===== config.mk =====
export PLATFORM = sky130hd
export DESIGN_NAME = ikr_ctrl
export DESIGN_NICKNAME = d
export VERILOG_FILES = /design/src/rtl/ikr_edge_det.v /design/src/rtl/ikr_ctrl.v
export VERILOG_INCLUDE_DIRS = /design/src /design/src/rtl
export SDC_FILE = /design/constraint.sdc
export NUM_CORES = 1
export LEC_CHECK = 0
export BUFFER_PORTS_ARGS = -buffer_cell sky130_fd_sc_hd__buf_4
export CELL_PAD_IN_SITES_DETAIL_PLACEMENT = 0
export CELL_PAD_IN_SITES_GLOBAL_PLACEMENT = 1
export CORE_MARGIN = 4
export CORE_UTILIZATION = 41
export DETAILED_ROUTE_END_ITERATION = 8
export PLACE_DENSITY_LB_ADDON = 0.1
export SLEW_MARGIN = 40
export SYNTH_ARGS = -nofsm -noshare
export SYNTH_HDL_FRONTEND = slang
export SYNTH_SLANG_ARGS = --single-unit

===== constraint.sdc =====
create_clock -name mclk -period 2.5 [get_ports mclk]
set_clock_uncertainty 0.1 [all_clocks]
set_input_delay 0 -clock mclk [delete_from_list [all_inputs] [get_ports mclk]]
set_output_delay 0 -clock mclk [all_outputs]
set_load 0.005 [all_outputs]

===== src/rtl/ikr_regs.vh =====
// register map, field positions and reset values of the interrupt and key return block
`ifndef IKR_REGS_VH
`define IKR_REGS_VH
// ----------------------------------------
// word offsets (byte addresses)
// ----------------------------------------
`define IKR_OFS_REQ_FLAG   8'h00
`define IKR_OFS_MASK       8'h04
`define IKR_OFS_PRIORITY   8'h08
`define IKR_OFS_RISE_EN    8'h0c
`define IKR_OFS_FALL_EN    8'h10
`define IKR_OFS_KEY_EN     8'h14
`define IKR_OFS_PULLUP     8'h18
`define IKR_OFS_PORT_MODE  8'h1c
`define IKR_OFS_CPU_CTRL   8'h20
`define IKR_OFS_KEY_PINS   8'h24
`define IKR_OFS_INT_STAT   8'h28
`define IKR_OFS_INT_MASK   8'h2c
// ----------------------------------------
// request flag bits (upper half layout)
// ----------------------------------------
`define IKR_FLAG_EXT0      0
`define IKR_FLAG_EXT1      1
`define IKR_FLAG_EXT2      2
`define IKR_FLAG_EXT3      3
`define IKR_FLAG_KEY       4
`define IKR_FLAG_USED      8'h1f
// ----------------------------------------
// reset values
// ----------------------------------------
`define IKR_RST_MASK       8'hdf
`define IKR_RST_PRIORITY   8'hff
`define IKR_RST_ZERO       8'h00
`define IKR_RST_PORT_MODE  4'hf
// cpu control bits
`define IKR_CTRL_GIE       0
// interrupt status events
`define IKR_EV_REQ         0
`define IKR_EV_BREAK       1
`define IKR_EV_SPUR        2
`endif


===== src/rtl/ikr_edge_det.v =====
// per-pin synchroniser and edge detector with separate rise and fall enables
`timescale 1ns/100ps
`default_nettype none
module ikr_edge_det (
  input wire mclk,
  input wire rst,
  input wire ce,
  input wire pin,
  input wire rise_en,
  input wire fall_en,
  output wire level,
  output wire hit
);
  reg meta_reg;
  reg sync_reg;
  reg last_reg;
  always @(posedge mclk) begin
    if (rst) begin
      meta_reg <= 1'b0;
      sync_reg <= 1'b0;
      last_reg <= 1'b0;
    end else if (ce) begin
      meta_reg <= pin;
      sync_reg <= meta_reg;
      last_reg <= sync_reg;
    end
  end
  assign level = sync_reg;
  // only enabled directions are seen, so a disabled pin never raises a request
  assign hit = ce & ((rise_en & sync_reg & ~last_reg) | (fall_en & ~sync_reg & last_reg));
endmodule // ikr_edge_det
`default_nettype wire


===== src/rtl/ikr_ctrl.v =====
// interrupt and key return control with wishbone register access
// How it works
// - clear edge enables before port mode switch (not enforced here: an edge seen in port mode is reported as spurious)
// - taking break clears global interrupt enable
// - break holds off acknowledgement
// - key enable change may set key flag
// - key inputs not enabled stay ordinary ports
//
// Chosen here: register access over Wishbone and the address map.
`timescale 1ns/100ps
`default_nettype none
`include "ikr_regs.vh"
module ikr_ctrl (
  input wire mclk,
  input wire rst,
  input wire ce,
  input wire wb_cyc_i,
  input wire wb_stb_i,
  input wire wb_we_i,
  input wire [7:0] wb_adr_i,
  input wire [3:0] wb_sel_i,
  input wire [31:0] wb_dat_i,
  output reg [31:0] wb_dat_o,
  output reg wb_ack_o,
  input wire [3:0] ext_pin,
  input wire [7:0] key_pin,
  input wire brk_exec,
  input wire int_ack,
  input wire int_ret,
  output wire irq_req,
  output wire [2:0] irq_src,
  output wire irq_hi_prio,
  output wire [7:0] port7_pullup_bits,
  output wire [7:0] key_port_in,
  output wire [3:0] ext_port_in,
  output wire irq
);
  // ----------------------------------------
  // registers
  // ----------------------------------------
  reg [7:0] request_flag_reg1_upper_reg;
  reg [7:0] mask_reg1_upper_reg;
  reg [7:0] priority_reg1_upper_reg;
  reg [7:0] rising_edge_enable_reg;
  reg [7:0] falling_edge_enable_reg;
  reg [7:0] key_return_enable_reg;
  reg [7:0] port7_pullup_reg;
  reg [3:0] port_mode_reg;
  reg global_interrupt_enable_reg;
  reg [2:0] int_stat_reg;
  reg [2:0] int_mask_reg;
  reg [7:0] key_last_reg;
  reg [7:0] key_meta_reg;
  reg [7:0] key_sync_reg;
  reg [7:0] key_en_prev_reg;

  wire [3:0] ext_hit;
  wire [3:0] ext_lvl;
  wire wr_stb;
  wire rd_stb;
  wire key_hit;
  wire spur;
  wire [7:0] pend;
  wire [7:0] flag_set;
  wire [3:0] ext_req;
  reg [7:0] request_flag_reg1_upper_next;
  reg [2:0] int_stat_next;

  // ----------------------------------------
  // external pins
  // ----------------------------------------
  genvar gi;
  generate
    for (gi = 0; gi < 4; gi = gi + 1) begin : g_ext
      ikr_edge_det u_det (
        .mclk(mclk),
        .rst(rst),
        .ce(ce),
        .pin(ext_pin[gi]),
        .rise_en(rising_edge_enable_reg[gi]),
        .fall_en(falling_edge_enable_reg[gi]),
        .level(ext_lvl[gi]),
        .hit(ext_hit[gi])
      );
    end
  endgenerate
  assign ext_port_in = ext_lvl;
  // an enable left on across a mode switch is reported, since the edge may be false
  // detection runs in both modes; port mode keeps the edge out of the flags, not out of the spurious status
  assign ext_req = ext_hit & ~port_mode_reg;
  assign spur = |(ext_hit & port_mode_reg);

  // ----------------------------------------
  // key return inputs
  // ----------------------------------------
  always @(posedge mclk) begin
    if (rst) begin
      key_meta_reg <= `IKR_RST_ZERO;
      key_sync_reg <= `IKR_RST_ZERO;
      key_last_reg <= `IKR_RST_ZERO;
      key_en_prev_reg <= `IKR_RST_ZERO;
    end else if (ce) begin
      key_meta_reg <= key_pin;
      key_sync_reg <= key_meta_reg;
      key_last_reg <= key_sync_reg;
      key_en_prev_reg <= key_return_enable_reg;
    end
  end
  // falling edge on enabled inputs; a newly enabled low pin also counts
  assign key_hit = |(key_return_enable_reg & ((~key_sync_reg & key_last_reg)
                   | (~key_sync_reg & ~key_en_prev_reg)));
  assign key_port_in = key_sync_reg;
  assign port7_pullup_bits = port7_pullup_reg;

  // ----------------------------------------
  // bus decode
  // ----------------------------------------
  function [31:0] ikr_rd;
    input [7:0] a;
    begin
      case (a)
        `IKR_OFS_REQ_FLAG: ikr_rd = {24'h000000, request_flag_reg1_upper_reg};
        `IKR_OFS_MASK: ikr_rd = {24'h000000, mask_reg1_upper_reg};
        `IKR_OFS_PRIORITY: ikr_rd = {24'h000000, priority_reg1_upper_reg};
        `IKR_OFS_RISE_EN: ikr_rd = {24'h000000, rising_edge_enable_reg};
        `IKR_OFS_FALL_EN: ikr_rd = {24'h000000, falling_edge_enable_reg};
        `IKR_OFS_KEY_EN: ikr_rd = {24'h000000, key_return_enable_reg};
        `IKR_OFS_PULLUP: ikr_rd = {24'h000000, port7_pullup_reg};
        `IKR_OFS_PORT_MODE: ikr_rd = {28'h0000000, port_mode_reg};
        `IKR_OFS_CPU_CTRL: ikr_rd = {31'h00000000, global_interrupt_enable_reg};
        `IKR_OFS_KEY_PINS: ikr_rd = {20'h00000, ext_lvl, key_sync_reg};
        `IKR_OFS_INT_STAT: ikr_rd = {29'h00000000, int_stat_reg};
        `IKR_OFS_INT_MASK: ikr_rd = {29'h00000000, int_mask_reg};
        default: ikr_rd = 32'h00000000;
      endcase
    end
  endfunction

  // one wait state: ack rises the cycle after the request, and never twice in a row
  assign wr_stb = wb_cyc_i & wb_stb_i & wb_we_i & wb_sel_i[0] & ~wb_ack_o & ce;
  assign rd_stb = wb_cyc_i & wb_stb_i & ~wb_ack_o & ce;

  // ----------------------------------------
  // request, priority and acknowledge
  // ----------------------------------------
  assign flag_set = {3'b000, key_hit, ext_req};
  assign pend = request_flag_reg1_upper_reg & ~mask_reg1_upper_reg & `IKR_FLAG_USED;
  // break holds off acknowledge; the enable flag and brk_exec both gate requests
  assign irq_req = global_interrupt_enable_reg & (|pend) & ~brk_exec;
  function [2:0] ikr_pick;
    input [7:0] p;
    input [7:0] pr;
    integer k;
    reg found;
    begin
      ikr_pick = 3'h0;
      found = 1'b0;
      // high priority (bit clear) wins, then the lowest index
      for (k = 4; k >= 0; k = k - 1)
        if (p[k] & ~pr[k]) begin
          ikr_pick = k[2:0];
          found = 1'b1;
        end
      if (!found)
        for (k = 4; k >= 0; k = k - 1)
          if (p[k])
            ikr_pick = k[2:0];
    end
  endfunction
  assign irq_src = ikr_pick(pend, priority_reg1_upper_reg);
  assign irq_hi_prio = ~priority_reg1_upper_reg[irq_src];
  assign irq = |(int_stat_reg & int_mask_reg);

  // per-bit update: a write replaces the flags, hardware set wins
  always @* begin
    request_flag_reg1_upper_next = request_flag_reg1_upper_reg;
    if (wr_stb && wb_adr_i == `IKR_OFS_REQ_FLAG)
      request_flag_reg1_upper_next = wb_dat_i[7:0] & `IKR_FLAG_USED;
    if (int_ack && irq_req)
      request_flag_reg1_upper_next[irq_src] = 1'b0;
    request_flag_reg1_upper_next = request_flag_reg1_upper_next | flag_set;
    int_stat_next = int_stat_reg;
    if (wr_stb && wb_adr_i == `IKR_OFS_INT_STAT)
      int_stat_next = int_stat_reg & ~wb_dat_i[2:0];
    int_stat_next = int_stat_next | {spur, brk_exec, |flag_set};
  end

  // ----------------------------------------
  // register writes
  // ----------------------------------------
  always @(posedge mclk) begin
    if (rst) begin
      request_flag_reg1_upper_reg <= `IKR_RST_ZERO;
      mask_reg1_upper_reg <= `IKR_RST_MASK;
      priority_reg1_upper_reg <= `IKR_RST_PRIORITY;
      rising_edge_enable_reg <= `IKR_RST_ZERO;
      falling_edge_enable_reg <= `IKR_RST_ZERO;
      key_return_enable_reg <= `IKR_RST_ZERO;
      port7_pullup_reg <= `IKR_RST_ZERO;
      port_mode_reg <= `IKR_RST_PORT_MODE;
      global_interrupt_enable_reg <= 1'b0;
      int_stat_reg <= 3'h0;
      int_mask_reg <= 3'h0;
      wb_ack_o <= 1'b0;
      wb_dat_o <= 32'h00000000;
    end else if (ce) begin
      wb_ack_o <= rd_stb;
      if (rd_stb)
        wb_dat_o <= ikr_rd(wb_adr_i);
      request_flag_reg1_upper_reg <= request_flag_reg1_upper_next;
      if (wr_stb) begin
        case (wb_adr_i)
          `IKR_OFS_MASK: mask_reg1_upper_reg <= wb_dat_i[7:0];
          `IKR_OFS_PRIORITY: priority_reg1_upper_reg <= wb_dat_i[7:0];
          `IKR_OFS_RISE_EN: rising_edge_enable_reg <= wb_dat_i[7:0];
          `IKR_OFS_FALL_EN: falling_edge_enable_reg <= wb_dat_i[7:0];
          `IKR_OFS_KEY_EN: key_return_enable_reg <= wb_dat_i[7:0];
          `IKR_OFS_PULLUP: port7_pullup_reg <= wb_dat_i[7:0];
          `IKR_OFS_PORT_MODE: port_mode_reg <= wb_dat_i[3:0];
          `IKR_OFS_INT_MASK: int_mask_reg <= wb_dat_i[2:0];
          default: ;
        endcase
      end
      // cpu side: break clears enable, acknowledge clears it, return restores it
      if (brk_exec || (int_ack && irq_req))
        global_interrupt_enable_reg <= 1'b0;
      else if (int_ret)
        global_interrupt_enable_reg <= 1'b1;
      else if (wr_stb && wb_adr_i == `IKR_OFS_CPU_CTRL)
        global_interrupt_enable_reg <= wb_dat_i[`IKR_CTRL_GIE];
      int_stat_reg <= int_stat_next;
    end
  end
endmodule // ikr_ctrl
`default_nettype wire


Word level (Yosys, flattened, before mapping)
Cells that the tools add are included.
- logic and storage cells: 164
- bits in registers: 144
- output and inout bits: 59
- order comparisons: 2
- equal/unequal tests: 11
- bitwise operators: 72
- multiplexer cells: 27
- reduce and logical (&&, ||, !) cells: 23
- operators with widths (operator ; count):
    12-bit case mux with 12 select lines ; 1
    3-bit 2-to-1 mux ; 12
    1-bit AND ; 34
    8-bit AND ; 4
    8-bit by 5-bit == test with 1-bit output, second input constant ; 4
    8-bit by 6-bit == test with 1-bit output, second input constant ; 4
    8-bit inverter ; 3
    3-bit AND reduction ; 8
    8-bit by 4-bit == test with 1-bit output, second input constant ; 2
    8-bit 2-to-1 mux ; 2
    1-bit inverter ; 16
    12-bit OR reduction ; 1
    1-bit 2-to-1 mux ; 10
    4-bit AND ; 2
    8-bit by 3-bit == test with 1-bit output, second input constant ; 1
    8-bit logical NOT ; 1
    8-bit by 5-bit OR with 8-bit output ; 1
    8-bit OR ; 1
    8-bit OR reduction ; 1
    3-bit AND ; 2
    5-bit AND ; 1
    1-bit logical AND ; 5
    5-bit inverter ; 1
    5-bit OR reduction ; 1
    13 further kinds ; 17

Logic depth before layout (Yosys ltp)
- depth in word-level cells: 22
- gate-level depth with buffers: 9

Cells and area by module
Synthesis repeated with hierarchy kept, for this count alone.
- cells, all modules: 669
- area, all modules: 6182.2 um^2
- by module, submodules not included (module ; cells an instance ; area each (um^2) ; times used):
    ikr_ctrl ; 617 ; 5646.7 ; 1
    ikr_edge_det ; 13 ; 133.9 ; 4

Worst setup path before layout
Ideal clock, no wire load.
- kind: reg2reg
- from: reg wb_ack_o
- to: reg priority_reg1_upper_reg[0]
- required time: 2.280 ns
- setup time: 0.120 ns
- buffers on the path: 2
- setup slack: 0.562 ns
- data arrival time: 1.718 ns
- stages on the path, launching flop included: 7
- cells stage by stage: dfxtp_1 -> and4b_1 -> buf_4 -> nand3_4 -> or4_4 -> buf_6 -> a211o_1
- longest elaborated chain between the ends: 4
- ends and longest elaborated chain (item ; line ; text):
    start, declared ; ikr_ctrl.v:24 ; output reg wb_ack_o,
    start signal, assigned ; ikr_ctrl.v:207 ; wb_ack_o <= rd_stb;
    1-bit inverter ; ikr_ctrl.v:140 ; assign wr_stb = wb_cyc_i & wb_stb_i & wb_we_i & wb_sel_i[0] & ~wb_ack_o & ce;
    1-bit AND (2 in a row) ; ikr_ctrl.v:140 ;
    3-bit AND reduction (no source line) ; - ;
    end signal, assigned ; ikr_ctrl.v:195 ; priority_reg1_upper_reg <= `IKR_RST_PRIORITY;
    end signal, assigned ; ikr_ctrl.v:214 ; `IKR_OFS_PRIORITY: priority_reg1_upper_reg <= wb_dat_i[7:0];
    end, declared ; ikr_ctrl.v:43 ; reg [7:0] priority_reg1_upper_reg;
No other way between the ends.
A chain may end at the register's enable or synchronous reset.

Worst setup path in the final report
- from: reg mask_reg1_upper_reg[3]
- to: out irq_hi_prio
- longest elaborated chain between the ends: 16
- ends and longest elaborated chain (item ; line ; text):
    start, declared ; ikr_ctrl.v:42 ; reg [7:0] mask_reg1_upper_reg;
    start signal, assigned ; ikr_ctrl.v:194 ; mask_reg1_upper_reg <= `IKR_RST_MASK;
    start signal, assigned ; ikr_ctrl.v:213 ; `IKR_OFS_MASK: mask_reg1_upper_reg <= wb_dat_i[7:0];
    5-bit inverter * ; ikr_ctrl.v:147 ; assign pend = request_flag_reg1_upper_reg & ~mask_reg1_upper_reg & `IKR_FLAG_USED;
    5-bit AND * ; ikr_ctrl.v:147 ;
    1-bit AND ; ikr_ctrl.v:160 ; if (p[k] & ~pr[k]) begin
    3-bit 2-to-1 mux (4 in a row) ; ikr_ctrl.v:160 ;
    3-bit 2-to-1 mux (5 in a row) ; ikr_ctrl.v:166 ; if (p[k])
    3-bit 2-to-1 mux * ; ikr_ctrl.v:164 ; if (!found)
    1-bit binary-select mux with 3-bit select * ; ikr_ctrl.v:171 ; assign irq_hi_prio = ~priority_reg1_upper_reg[irq_src];
    1-bit 2-to-1 mux (not written as such) * ; ikr_ctrl.v:171 ;
    1-bit inverter * ; ikr_ctrl.v:171 ;
    end, declared ; ikr_ctrl.v:32 ; output wire irq_hi_prio,
Every way passes the cells marked *; elsewhere a longest branch is shown, timed or not. The select of a mux whose other input is x is not followed.

==> qor.json <==
{
  "min_period": {"value": 2.35, "unit": "ns"},
  "largest-register": {"value": "wb_dat_o"},
  "largest_delay_share_family_worst_path": {"value": "compound AO/OA/AOI/OAI gates"},
  "route.antenna.remaining_nets": {"value": 0},
  "cts_htree_levels": {"value": 4},
  "timing.hold.ws": {"value": 0.0330, "unit": "ns"},
  "io_port_bufs": {"value": 76},
  "dieArea": {"value": 16900, "unit": "µm²"},
  "timing.final.crit_share": {"value": 0.939},
  "placed_area": {"value": 6750, "unit": "µm²"},
  "grt_start_max_net_pins": {"value": 53},
  "timing.critical_path.from_type": {"value": "register"},
  "ctsRootBufferMaster": {"value": "sky130_fd_sc_hd__clkbuf_16"},
  "gr-usage-all-layers": {"value": 0.220},
  "initial_antenna_violation_count": {"value": 0},
  "post_cts_resized": {"value": 0},
  "most_common_library_cell_in_the_layout_ignoring_fill_and_taps": {"value": "sky130_fd_sc_hd__dfxtp_1"},
  "synth_seq_cells": {"value": 124},
  "postCtsSetupBuffers": {"value": 0},
  "mappedNetlistArea": {"value": 6090, "unit": "µm²"},
  "finalPower": {"value": 4.73, "unit": "mW"},
  "timing.critical_path.cells": {"value": "nand2b_1 > o32ai_1 > nand2_1 > a2bb2oi_2 > mux2i_1 > o2bb2ai_1 > buf_4"},
  "critical_path.n_buffers_inverters": {"value": 1},
  "synth-async-reset-ratio": {"value": 0},
  "largest_register_ff_count": {"value": 12},
  "yosys.cell_types.count": {"value": 66},
  "cp.depth": {"value": 7},
  "die_w": {"value": 130, "unit": "µm"},
  "swShare": {"value": 0.228},
  "pwr-share-clk": {"value": 0.496},
  "global_route.overflow_total": {"value": 0},
  "hold_path_class": {"value": "input port to register"},
  "worst_hold_path.num_cells": {"value": 6},
  "core": {"value": 14500, "unit": "µm²"},
  "cap_violations": {"value": 0},
  "clk_path_buf_depth": {"value": 2},
  "worst_path_slowest_cell": {"value": "sky130_fd_sc_hd__o32ai_1"},
  "worst_reg_to_reg_path_cell_count": {"value": 7},
  "cts_num_sinks": {"value": 124},
  "combined_area_of_the_multi_input_logic_cells": {"value": 3240, "unit": "µm²"},
  "cells_after_synthesis": {"value": 672},
  "report.final.slew_viol_count": {"value": 0},
  "rows": {"value": 44},
  "worst_setup_path_end_kind": {"value": "output port"},
  "routabilityCongestion": {"value": 0.874},
  "postLayoutCoreUtil": {"value": 0.522},
  "comb_power_share": {"value": 0.076},
  "tightestPinTransition": {"value": 0.820, "unit": "ns"},
  "die_h": {"value": 130, "unit": "µm"},
  "most-common-layout-cells": {"value": "sky130_fd_sc_hd__dfxtp_1 (124), sky130_fd_sc_hd__buf_4 (99), sky130_fd_sc_hd__nor2_1 (96)"},
  "timing.critical_path.fanout_max": {"value": 6},
  "number_of_flops_mapped_to_enable_cells_by_yosys": {"value": 0},
  "path_clk_slew": {"value": 0.05, "unit": "ns"},
  "first_global_vias": {"value": 4976},
  "ys_dominant_reg_cell": {"value": "sky130_fd_sc_hd__dfxtp_1"},
  "timing.max_slew.rel_slack": {"value": 0.453},
  "first_pass_grt_wire_length": {"value": 28200, "unit": "µm"},
  "cts_tree": {"value": "yes"},
  "drc": {"value": 0},
  "initial_utilization": {"value": 0.419},
  "vias_per_cell": {"value": 5.41},
  "final_tns_setup": {"value": 0, "unit": "ns"},
  "avgRoutedWirePerCell": {"value": 18.9, "unit": "µm"},
  "p_switching": {"value": 1.08, "unit": "mW"},
  "rsz_0062_raised_after_global_routing": {"value": "no"},
  "syn_avg_cell_area": {"value": 9.06, "unit": "µm²"},
  "cp.arrival": {"value": 2.25, "unit": "ns"},
  "detailed_place_hpwl": {"value": 13100, "unit": "µm"},
  "vdd.ir_drop.worst": {"value": 411, "unit": "µV"},
  "internal_power": {"value": 3.65, "unit": "mW"},
  "synthesis.yosys.warnings": {"value": 0},
  "vias": {"value": 5222},
  "finish.instance_area": {"value": 7590, "unit": "µm²"},
  "wirelength": {"value": 18200, "unit": "µm"},
  "maxClockFrequency": {"value": 426, "unit": "MHz"},
  "powerDensity": {"value": 624, "unit": "nW/µm²"},
  "post_route_cells_drive_above_1_share": {"value": 0.201},
  "setup_viol": {"value": 0},
  "detailedRoute.firstPassIterationCount": {"value": 5},
  "cp.required": {"value": 2.40, "unit": "ns"},
  "insertedDiodeCount": {"value": 0},
  "run_status": {"value": "finished clean"},
  "criticalPathCategory": {"value": "register to output port"},
  "final_net_count": {"value": 836},
  "sequentialPowerShare": {"value": 0.428},
  "cts_made_buffers": {"value": 17},
  "filler_cells_inserted": {"value": 1378},
  "timing.critical_path.slowest_cell_delay": {"value": 0.40, "unit": "ns"},
  "worstSkewPairLatency": {"value": 0.42, "unit": "ns"},
  "io_pins": {"value": 124},
  "first_iter_violations": {"value": 321},
  "total_leakage_power": {"value": 2.99, "unit": "nW"},
  "final-seq-area": {"value": 2480, "unit": "µm²"},
  "count_of_endpoints_failing_hold_in_the_final_timing_report": {"value": 0},
  "synth.yosys.seq_area_share": {"value": 0.408},
  "area.growth.synth_to_final": {"value": 24.6, "unit": "%"}
}
per-stage QoR:
| step | instances | worst slack, ns |
|---|---|---|
| floorplan | 691 | 0.562 |
| global placement | 908 | 0.292 |
| detailed placement | 908 | 0.238 |
| CTS | 965 | 0.136 |
| global route | 965 | 0.0152 |
| finish | 965 | 0.152 |
worst min-delay path: cells and delay by family:
| kind | cells | cell delay (ns) |
|---|---|---|
| compound gates | 2 | 0.19 |
| simple gates | 3 | 0.19 |
| buf+inv | 1 | 0.10 |
kinds of logic after synthesis:
family	after synthesis	share of synthesized area
AOI/OAI and AO/OA	126	0.141
buffers and inverters	81	0.0719
DFF	124	0.408
muxes	96	0.168
other	1	0.000616
and+or+nand+nor	244	0.211
cells in the mapped netlist, drive strengths merged, types with 2 or more instances:
cell     count  area share
dfxtp      124        0.41
nor2       100       0.066
mux2i       84        0.14
nand2       51       0.032
buf         38       0.045
o21ai       31       0.025
clkbuf      28       0.017
a21oi       23       0.019
nand3b      21       0.026
nor2b       20       0.021
inv         15      0.0092
a22oi       14       0.017
nand3       12       0.015
a211o       10       0.014
nand2b       9      0.0092
mux2         8       0.015
o32ai        7       0.010
nor4         6       0.012
nor3b        5      0.0062
a21o         4      0.0049
mux4         4       0.015
nor3         4      0.0041
o22ai        4      0.0041
or3          4      0.0041
a211oi       3      0.0037
a22o         3      0.0043
a2bb2oi      3      0.0053
a31oi        3      0.0031
and3         3      0.0033
o211ai       3      0.0037
a311oi       2      0.0029
a31o         2      0.0029
and4b        2      0.0033
o2bb2ai      2      0.0029
o31ai        2      0.0025
or2          2      0.0021
final timing paths:
path	start	to	slack, ns
worst max-delay path	mask_reg1_upper_reg[3]	irq_hi_prio	0.15
worst min-delay path	wb_adr_i[6]	wb_dat_o[7]	0.03
worst max register to register	wb_ack_o	key_return_enable_reg[6]	0.20
worst min register to register	wb_dat_o[3]	wb_dat_o[3]	0.37
metal layers:
metal  up-vias  GRT usage  part of all wire
met1      2526      0.303              0.47
li1       2534          -                 -
met3        25     0.0422             0.049
met5         -          0                 0
met2       137      0.351              0.47
met4         0     0.0697             0.017
area by class of cell:
| type | instances | area share |
|---|---|---|
| inverters | 15 | 0.00742 |
| clock buffers | 21 | 0.0607 |
| clock inverters | 8 | 0.0125 |
| repair buffers | 127 | 0.135 |
| flip-flops and latches | 124 | 0.327 |
| well taps | 184 | 0.0303 |
| multi-input cells | 486 | 0.427 |
what timing repair did:
| item | in CTS | in global routing |
|---|---|---|
| endpoints found under the hold margin | 76 | 0 |
| endpoints found under the setup margin | 0 | 1 |
| hold buffers | 28 | 0 |
power by group through the flow:
stage / Combinational (mW) / Clock [mW] / Sequential, mW
after floorplan: 0.217 / 0 / 2.06
after global placement: 0.322 / 0 / 2.06
after detailed placement: 0.327 / 0 / 2.07
after CTS: 0.363 / 2.38 / 2.02
after global routing: 0.393 / 2.49 / 2.03
final: 0.362 / 2.35 / 2.02
Note: power is estimated with default switching activity, not from simulation.
